File: src/hdl/regulator_vbus_defs.svh
/*
 Offsets, field positions, reset values and synchroniser depth for the regulator control register.
 Assumes inclusion by bare name from design files.
*/
`ifndef REGULATOR_VBUS_DEFS_SVH
`define REGULATOR_VBUS_DEFS_SVH
`define REG_CTRL_ADDR 8'hc9
`define REG_CTRL_RESET 8'h00
`define BIT_REG_OFF 7
`define BIT_BUS_PRESENT 6
`define BIT_IRQ_POL 5
`define BIT_LOW_POWER 4
`define RESERVED_MASK 8'h0f
`define SYNC_STAGES 2
`endif

File: src/hdl/regulator_vbus_pkg.sv
/*
 Types shared by the regulator control block.
 Assumes the defines header is compiled alongside.
*/
package regulator_vbus_pkg;
    typedef logic [7:0] sfr_byte_t;
    typedef logic [7:0] sfr_addr_t;
endpackage : regulator_vbus_pkg

File: src/hdl/vbus_sync.sv
/*
 Two-stage synchroniser for the supply-line detect pin.
 Assumes an asynchronous input and a synchronous active-low reset.
*/
`timescale 1ns/1ps
`include "regulator_vbus_defs.svh"
module vbus_sync #(
    parameter int STAGES = `SYNC_STAGES
) (
    input wire logic mclk,
    input wire logic resetn,
    input wire logic async_in,
    output logic sync_out
);
    logic [STAGES-1:0] chain;
    logic [STAGES-1:0] next_chain;

    always_comb begin
        next_chain = {chain[STAGES-2:0], async_in};
    end

    always_ff @(posedge mclk) begin
        if (!resetn) begin
            chain <= '0;
        end else begin
            chain <= next_chain;
        end
    end

    assign sync_out = chain[STAGES-1];
endmodule : vbus_sync

File: src/hdl/regulator_vbus_control.sv
/*
 Regulator control and supply-line detect register with interrupt and reset request.
 Assumes a special-function-register port on mclk: one-cycle strobes, read data next cycle.
*/
`timescale 1ns/1ps
`include "regulator_vbus_defs.svh"
module regulator_vbus_control (
    input wire logic mclk,
    input wire logic resetn,
    input wire regulator_vbus_pkg::sfr_addr_t sfr_addr,
    input wire regulator_vbus_pkg::sfr_byte_t sfr_wdata,
    input wire logic sfr_wr,
    input wire logic sfr_rd,
    output regulator_vbus_pkg::sfr_byte_t sfr_rdata,
    input wire logic vbus_pin,
    input wire logic irq_enable,
    input wire logic reset_source_sel,
    output logic regulator_off,
    output logic regulator_low_power_select,
    output logic bus_power_irq,
    output logic bus_power_reset_req
);
    import regulator_vbus_pkg::*;

    logic bus_power_present;
    logic bus_power_irq_polarity;
    logic next_off;
    logic next_low_power;
    logic next_polarity;
    sfr_byte_t next_rdata;
    logic next_irq;
    logic next_reset_req;
    logic match;
    logic hit;

    vbus_sync #(.STAGES(`SYNC_STAGES)) u_sync (
        .mclk(mclk),
        .resetn(resetn),
        .async_in(vbus_pin),
        .sync_out(bus_power_present)
    );

    function automatic sfr_byte_t pack_reg(input logic off, input logic pres,
                                           input logic pol, input logic lp);
        sfr_byte_t v;
        v = `REG_CTRL_RESET;
        v[`BIT_REG_OFF] = off;
        v[`BIT_BUS_PRESENT] = pres;
        v[`BIT_IRQ_POL] = pol;
        v[`BIT_LOW_POWER] = lp;
        v = v & ~`RESERVED_MASK;
        return v;
    endfunction : pack_reg

    always_comb begin
        hit = (sfr_addr == `REG_CTRL_ADDR);
        match = (bus_power_present == bus_power_irq_polarity);
    end

    always_comb begin
        next_off = regulator_off;
        next_low_power = regulator_low_power_select;
        next_polarity = bus_power_irq_polarity;
        if (sfr_wr && hit) begin
            next_off = sfr_wdata[`BIT_REG_OFF];
            next_polarity = sfr_wdata[`BIT_IRQ_POL];
            next_low_power = sfr_wdata[`BIT_LOW_POWER];
        end
    end

    always_ff @(posedge mclk) begin
        if (!resetn) begin
            regulator_off <= 1'b0;
            regulator_low_power_select <= 1'b0;
            bus_power_irq_polarity <= 1'b0;
        end else begin
            regulator_off <= next_off;
            regulator_low_power_select <= next_low_power;
            bus_power_irq_polarity <= next_polarity;
        end
    end

    // Read data stands one cycle and is zero otherwise.
    always_comb begin
        next_rdata = 8'h00;
        if (sfr_rd && hit) begin
            next_rdata = pack_reg(regulator_off, bus_power_present,
                                  bus_power_irq_polarity, regulator_low_power_select);
        end
    end

    always_ff @(posedge mclk) begin
        if (!resetn) begin
            sfr_rdata <= 8'h00;
        end else begin
            sfr_rdata <= next_rdata;
        end
    end

    always_comb begin
        next_irq = irq_enable && match;
        next_reset_req = reset_source_sel && match;
    end

    always_ff @(posedge mclk) begin
        if (!resetn) begin
            bus_power_irq <= 1'b0;
            bus_power_reset_req <= 1'b0;
        end else begin
            bus_power_irq <= next_irq;
            bus_power_reset_req <= next_reset_req;
        end
    end
endmodule : regulator_vbus_control

File: config.mk
export PLATFORM = sky130hd
export DESIGN_NAME = regulator_vbus_control
export DESIGN_NICKNAME = d
export VERILOG_FILES = /design/src/hdl/regulator_vbus_pkg.sv /design/src/hdl/vbus_sync.sv /design/src/hdl/regulator_vbus_control.sv
export VERILOG_INCLUDE_DIRS = /design/src /design/src/hdl
export SDC_FILE = /design/constraint.sdc
export NUM_CORES = 1
export LEC_CHECK = 0
export ABC_CLOCK_PERIOD_IN_PS = 800
export BUFFER_PORTS_ARGS = -buffer_cell sky130_fd_sc_hd__buf_2
export CORE_MARGIN = 3
export CORE_UTILIZATION = 33
export DETAILED_ROUTE_END_ITERATION = 10
export PLACE_DENSITY = 0.78
export SYNTH_ARGS = -nofsm -noshare
export SYNTH_HDL_FRONTEND = slang
export SYNTH_SLANG_ARGS = --single-unit
File: constraint.sdc
create_clock -name mclk -period 0.8 [get_ports mclk]
set_input_delay 0.04 -clock mclk [delete_from_list [all_inputs] [get_ports mclk]]
set_output_delay 0.04 -clock mclk [all_outputs]
set_load 0.05 [all_outputs]
==> results.py, run 1 <==
metrics = {
    "detailed_routing": {
        "dr.pass1.iters": 2,
        "vias_per_cell": 4.10,
        "wl_per_cell_um": 10.1,
        "drtIter0Drc": 2,
        "ant_nets": 0,
        "drc": 0,
        "vias": 353,
        "drt-total-wl_um": 867,
    },
    "layout": {
        "antenna_cells": 0,
        "nets": 96,
        "drive_gt1_frac": 0.583,
        "fin_area_um2": 709,
        "mostFrequentLayoutCells": "17 x buf_2, 8 x dfxtp_2, 7 x nand2_1, 6 x and2_1, 6 x buf_6",
        "syn_to_final_growth_pct": 54.9,
        "mostFrequentLayoutCell": "buf_2",
    },
    "status": {
        "outcome": "finished with violations",
        "violations": "setup timing",
    },
    "synthesis": {
        "synth_top_family_by_area": "simple AND/OR/NAND/NOR gates",
        "ys_types": 13,
        "synth_warnings": 0,
        "avgSynthCellArea_um2": 11.2,
        "synth-seq-area-share": 0.481,
        "ys_ff_latch": 11,
        "synth_compound_area_frac": 0,
        "synthAdderAreaFrac": 0,
        "synth_xor_area_frac": 0.0191,
        "synth_simple_gate_area_frac": 0.344,
        "syn_inst": 41,
        "synth.cell_area_um2": 458,
        "synthMuxAreaShare": 0.0656,
    },
    "setup_path": {
        "worst-path-buf-inv": 1,
        "worstSetupPathType": "reg -> out",
        "startpoint_type": "flip-flop",
        "critPathMaxStageDelay_ns": 0.35,
        "regToRegEndpoint": "bus_power_reset_req",
        "cp_cell_sequence": "buf_8",
        "r2r_slack_ns": 0.06,
        "cp.required_ns": 0.76,
        "cp.arrival_ns": 0.76,
        "end_kind": "primary output",
        "crit_family": "flip-flops",
        "reg2reg_depth": 2,
        "crit_fanout": 3,
        "startpoint": "regulator_low_power_select",
        "r2r-start": "bus_power_irq_polarity",
        "slowest_stage": "dfxtp_2",
    },
    "flow_run": {
        "drv_cap": 0,
    },
    "global_routing": {
        "grt_pass1_vias": 359,
        "grt_pass1_wl_um": 1430,
        "antenna_found_initial": 0,
        "overflow": 0,
        "grt_util_all_layers": 0.106,
        "grt_max_degree": 12,
    },
    "floorplan": {
        "fp.dieW_um": 43.3,
        "die-area_um2": 1870,
        "rows": 12,
        "core_um2": 1200,
        "initial_core_util": 0.381,
        "die_h_um": 43.3,
        "num_io_pins": 35,
    },
    "clock_tree": {
        "htreeDepth": 1,
        "clk_pin_slew_worst_paths_ns": 0.06,
        "cts-buffers-inserted": 3,
        "cts_buffer_depth": 2,
        "cts-root-buf": "clkbuf_4",
        "clkSinkCount": 11,
        "cts_tree": "yes",
        "worstSkewPairLatency_ns": 0.26,
    },
    "timing": {
        "drv_slew": 0,
        "final-setup-viol-count": 1,
        "clock_skew_ns": 0.00180,
        "fin_tns_setup_ns": -0.00254,
        "rsz0062_at_grt": "true",
        "final_hold_viol_count": 0,
        "setup_ws_ns": -0.00254,
        "fin_crit_sh": 1.00,
        "period_minus_slack_ns": 0.803,
        "fmax_mhz": 1250,
    },
    "placed_design": {
        "globalplace.congestion": 0.643,
        "dpl_cell_area_um2": 581,
        "portBuffers": 25,
    },
    "power_and_ir_drop": {
        "cellLeakagePower_nw": 0.325,
        "powerDensity_nw_per_um2": 1550,
        "ir_drop_mv": 1.18,
    },
    "min_path": {
        "hold_depth": 3,
        "worstHoldStart": "sfr_wdata[4]",
        "min_to": "regulator_low_power_select",
        "hold_class": "in -> reg",
    },
}
## layer usage
metal / wire (µm) / global-route usage / part of all wire
met1: 304 / 0.0992 / 0.35
met2: 492 / 0.186 / 0.57
met3: 60 / 0.0508 / 0.069
met4: 9 / 0.0542 / 0.010
met5: 0 / 0 / 0
## through the flow
stage | util | hold WS, ns | instances | total power [W] | setup slack [ns]
4_1_cts | 0.584 | 0.00528 | 86 | 0.00112 | -0.0122
6_report | 0.591 | 0.0131 | 86 | 0.00110 | -0.00254
5_1_grt | 0.591 | 0.00339 | 86 | 0.00115 | -0.0257
3_3_place_gp | 0.483 | 0.247 | 78 | 0.000724 | -0.100
3_5_place_dp | 0.483 | 0.251 | 78 | 0.000726 | -0.159
2_1_floorplan | - | 0.167 | 44 | 0.000687 | 0.0299
## cells by family (layout without fill, tap and decap cells)
| kind of cell | count (synthesis) | in the layout |
|---|---|---|
| xor gates and xnor gates | 1 | 1 |
| buffers and inverters | 6 | 34 |
| DFF | 11 | 11 |
| muxes | 3 | 3 |
| other | 1 | 4 |
| and+or+nand+nor | 19 | 19 |
## report_power, final
part           internal (W)  switching (W)  leakage, nW
clock              0.000193       0.000172       0.0150
sequential         0.000559     0.00000395       0.0932
combinational     0.0000721      0.0000994        0.217
total              0.000824       0.000275        0.325
## what timing repair did
item	CTS	global route
resized for setup	18	6
setup endpoints to repair	8	8
endpoints found under the hold margin	3	0
hold buffers	3	0
buffers inserted	1	0
## registers in the layout (all words and copies together), names as in the netlist
signal                      count
bus_power_irq_polarity          1
regulator_low_power_select      1
sfr_rdata                       4
bus_power_irq                   1
u_sync.chain                    2
bus_power_reset_req             1
regulator_off                   1
## synth_stat cells
library cell	number	area, µm²
inv_2	1	3.75
nand2_1	7	26.3
and2_1	6	37.5
nand4bb_4	2	55.1
nor3_4	1	16.3
conb_1	1	3.75
clkbuf_1	1	3.75
nor3_2	1	10.0
mux2i_1	3	30.0
and3_1	2	12.5
buf_4	4	30.0
dfxtp_1	11	220
xnor2_1	1	8.76
## worst max-delay path by stage
stage,endpoint,depth (start not counted)
global route,regulator_off,1
CTS,regulator_low_power_select,1
finish,regulator_low_power_select,1
global placement,regulator_off,4
detailed placement,regulator_off,4
floorplan,regulator_low_power_select,3
## worst register-to-register path: stages (launching register included)
cell and delay [ns]:
dfxtp_1 0.33, xnor2_1 0.14, and3_1 0.18
## layout make-up
type | instances | area [µm²]
Clock buffer | 4 | 26.3
Sequential cell | 11 | 230
Inverter | 1 | 3.75
Tap cell | 14 | 17.5
Fill cell | 114 | 492
Multi-Input combinational cell | 27 | 211
Timing Repair Buffer | 29 | 220
Power figures use the tool's default switching activity.
==> inputs of run 2 (changes only) <==
--- a/config.mk
+++ b/config.mk
@@ -6,10 +6,11 @@
 export SDC_FILE = /design/constraint.sdc
 export NUM_CORES = 1
 export LEC_CHECK = 0
+export ABC_AREA = 1
 export ABC_CLOCK_PERIOD_IN_PS = 800
 export BUFFER_PORTS_ARGS = -buffer_cell sky130_fd_sc_hd__buf_2
 export CORE_MARGIN = 3
-export CORE_UTILIZATION = 33
+export CORE_UTILIZATION = 34
 export DETAILED_ROUTE_END_ITERATION = 10
 export PLACE_DENSITY = 0.78
 export SYNTH_ARGS = -nofsm -noshare
==> run 2 against run 1 <==
  * The run now ends clean
  * Fmax is 2.3% higher
  * Critical path depth stayed put
  * Design area is 3.2% higher
  * Wire length is 22% higher
  * Worst hold slack better by 0.037 ns
  * Largest cell class unchanged
  * Register-to-register slack hardly changed
  * Clock skew is 0.0015 ns lower
  * Non-clock buffer count is 1 lower
  * Critical endpoint unchanged
  * Total power is 1.2% higher
==> results.py, run 2 <==
metrics = {
    "flow_run": {
        "drv_cap": 0,
    },
    "synthesis": {
        "ys_types": 11,
        "synth_edf_count": 0,
        "synthTopCellsByCount": "18 x inv_1, 17 x nand2_1, 11 x dfxtp_1",
        "synth-seq-area-share": 0.451,
        "async_flop_share": 0,
        "avgSynthCellArea_um2": 6.97,
        "synth_warnings": 0,
        "synth_area_leader_cell": "dfxtp_1",
        "syn_inst": 70,
        "yosysMostFrequentCell": "inv_1",
        "netlist_top_cells_area": "dfxtp_1 45%, inv_1 14%, nand2_1 13%",
        "ys.flop_type": "dfxtp_1",
        "ys_ff_latch": 11,
        "synth.cell_area_um2": 488,
        "yosys.area.top_type_share": 0.451,
    },
    "floorplan": {
        "rows": 13,
        "fp.dieW_um": 43.9,
        "initial_core_util": 0.370,
        "core_um2": 1320,
        "die-area_um2": 1930,
        "num_io_pins": 35,
        "die_h_um": 43.9,
    },
    "power_and_ir_drop": {
        "power_frac_comb": 0.164,
        "seq_power_share": 0.506,
        "p_int_w": 0.000818,
        "cellLeakagePower_nw": 0.392,
        "power.net_switching_w": 0.000294,
        "powerDensity_nw_per_um2": 1520,
        "p_clk_frac": 0.330,
        "p_sw_frac": 0.265,
        "ir_drop_mv": 0.718,
    },
    "timing": {
        "fmax_mhz": 1270,
        "rsz0062_at_grt": "true",
        "period_minus_slack_ns": 0.784,
        "fin_crit_sh": 0.981,
        "final-setup-viol-count": 0,
        "clock_skew_ns": 0.000319,
        "final_hold_viol_count": 0,
        "drv_slew": 0,
    },
    "setup_path": {
        "end_kind": "primary output",
        "crit_fanout": 2,
        "crit_family": "flip-flops",
        "cp.required_ns": 0.76,
        "worst-path-buf-inv": 1,
        "worstSetupPathType": "reg -> out",
        "r2r_slack_ns": 0.06,
        "startpoint_type": "flip-flop",
        "cp_cell_sequence": "buf_6",
        "slowest_stage": "dfxtp_2",
        "cp.arrival_ns": 0.74,
        "critPathMaxStageDelay_ns": 0.33,
    },
    "global_routing": {
        "grt_max_degree": 8,
        "grt_pass1_vias": 442,
        "antenna_found_initial": 0,
        "grt_util_all_layers": 0.118,
        "overflow": 0,
        "grt_pass1_wl_um": 1620,
    },
    "detailed_routing": {
        "ant_nets": 0,
        "drc": 0,
        "vias_per_cell": 4.05,
        "wl_per_cell_um": 9.12,
        "drt-total-wl_um": 1060,
        "drtIter0Drc": 1,
        "vias": 470,
        "dr.pass1.iters": 2,
    },
    "status": {
        "outcome": "finished clean",
    },
    "clock_tree": {
        "htreeDepth": 1,
        "post-cts-setup-buffers": 0,
        "cts_buffer_depth": 2,
        "cts_tree": "yes",
        "cts-buffers-inserted": 3,
        "cts-root-buf": "clkbuf_4",
        "clk_pin_slew_worst_paths_ns": 0.07,
        "worstSkewPairLatency_ns": 0.26,
        "clkSinkCount": 11,
    },
    "placed_design": {
        "dpl_cell_area_um2": 616,
        "portBuffers": 25,
        "globalplace.congestion": 0.750,
        "hpwlAfterDp_um": 816,
        "placed_cells": 109,
    },
    "min_path": {
        "hold_class": "in -> reg",
    },
    "layout": {
        "instances_no_fill": 116,
        "mostFrequentLayoutCells": "18 x inv_1, 17 x nand2_1, 17 x buf_2",
        "regMostFlops": "sfr_rdata",
        "largest_reg_flops": 4,
        "syn_to_final_growth_pct": 50.0,
        "nets": 125,
        "mostFrequentLayoutCell": "inv_1",
        "fin_area_um2": 732,
        "drive_gt1_frac": 0.406,
        "reg_top3": "sfr_rdata: 4 flops, u_sync.chain: 2 flops",
        "antenna_cells": 0,
    },
}
[run 2: changes by cell type in the layout (fill, tap and decap cells not counted), sizes merged, moves of 3 or more]
| cell | before | now |
|---|---|---|
| inv | 1 | 18 |
| nor2 | 0 | 12 |
| nand2 | 7 | 17 |
| and2 | 6 | 0 |
| nand4 | 0 | 4 |
| mux2i | 3 | 0 |
[run 2: worst paths after layout]
kind / end / start / depth (start not counted)
setup / recovery: regulator_low_power_select / regulator_low_power_select / 1
hold / removal: u_sync.chain[1] / resetn / 3
setup reg to reg: bus_power_reset_req / bus_power_irq_polarity / 4
hold reg to reg: u_sync.chain[1] / u_sync.chain[0] / 2
[run 2: cells by family (layout without fill, tap and decap cells)]
family / after synthesis / in the layout / synth area share
simple gates: 36 / 36 / 0.341
buf+inv: 22 / 50 / 0.200
flops: 11 / 11 / 0.451
other cells: 1 / 4 / 0.00768
[run 2: metal layers]
metal | vias up | track usage | wire [µm]
met4 | 0 | 0.0723 | 15
met2 | 15 | 0.203 | 546
met3 | 2 | 0.0539 | 76
li1 | 257 | - | -
met1 | 196 | 0.113 | 420
met5 | - | 0 | 0
[run 2: repair_timing]
| item | 4_1_cts | 5_1_grt |
|---|---|---|
| hold endpoints to repair | 3 | 0 |
| hold buffers | 3 | 0 |
| gates resized for setup | 14 | 8 |
| setup endpoints to repair | 8 | 8 |
| cloned | 0 | 0 |
[run 2: cell type report]
type	instances	area (µm²)
flip-flops and latches	11	229
inverters	18	67.6
well taps	15	18.8
fillers	121	586
multi-input cells	40	181
repair buffers	28	209
clock buffers	4	26.3
[run 2: stage by stage]
stage                     setup slack, ns  power [W]  setup TNS (ns)  hold WS, ns   util
after floorplan                   0.00121   0.000691               0        0.133      -
after global placement             0.0227   0.000731               0        0.221  0.467
after detailed placement          -0.0131   0.000736         -0.0223        0.227  0.467
after CTS                        0.000235    0.00112               0       0.0487  0.542
after global routing              -0.0153    0.00116         -0.0287       0.0618  0.556
final                              0.0155    0.00111               0       0.0499  0.556
[run 2: power groups by stage]
stage | logic [W] | registers [W] | clock network, W
after floorplan | 0.0000949 | 0.000596 | 0
after global placement | 0.000158 | 0.000573 | 0
after detailed placement | 0.000162 | 0.000573 | 0
after CTS | 0.000180 | 0.000562 | 0.000376
after global routing | 0.000198 | 0.000563 | 0.000394
final | 0.000183 | 0.000563 | 0.000366
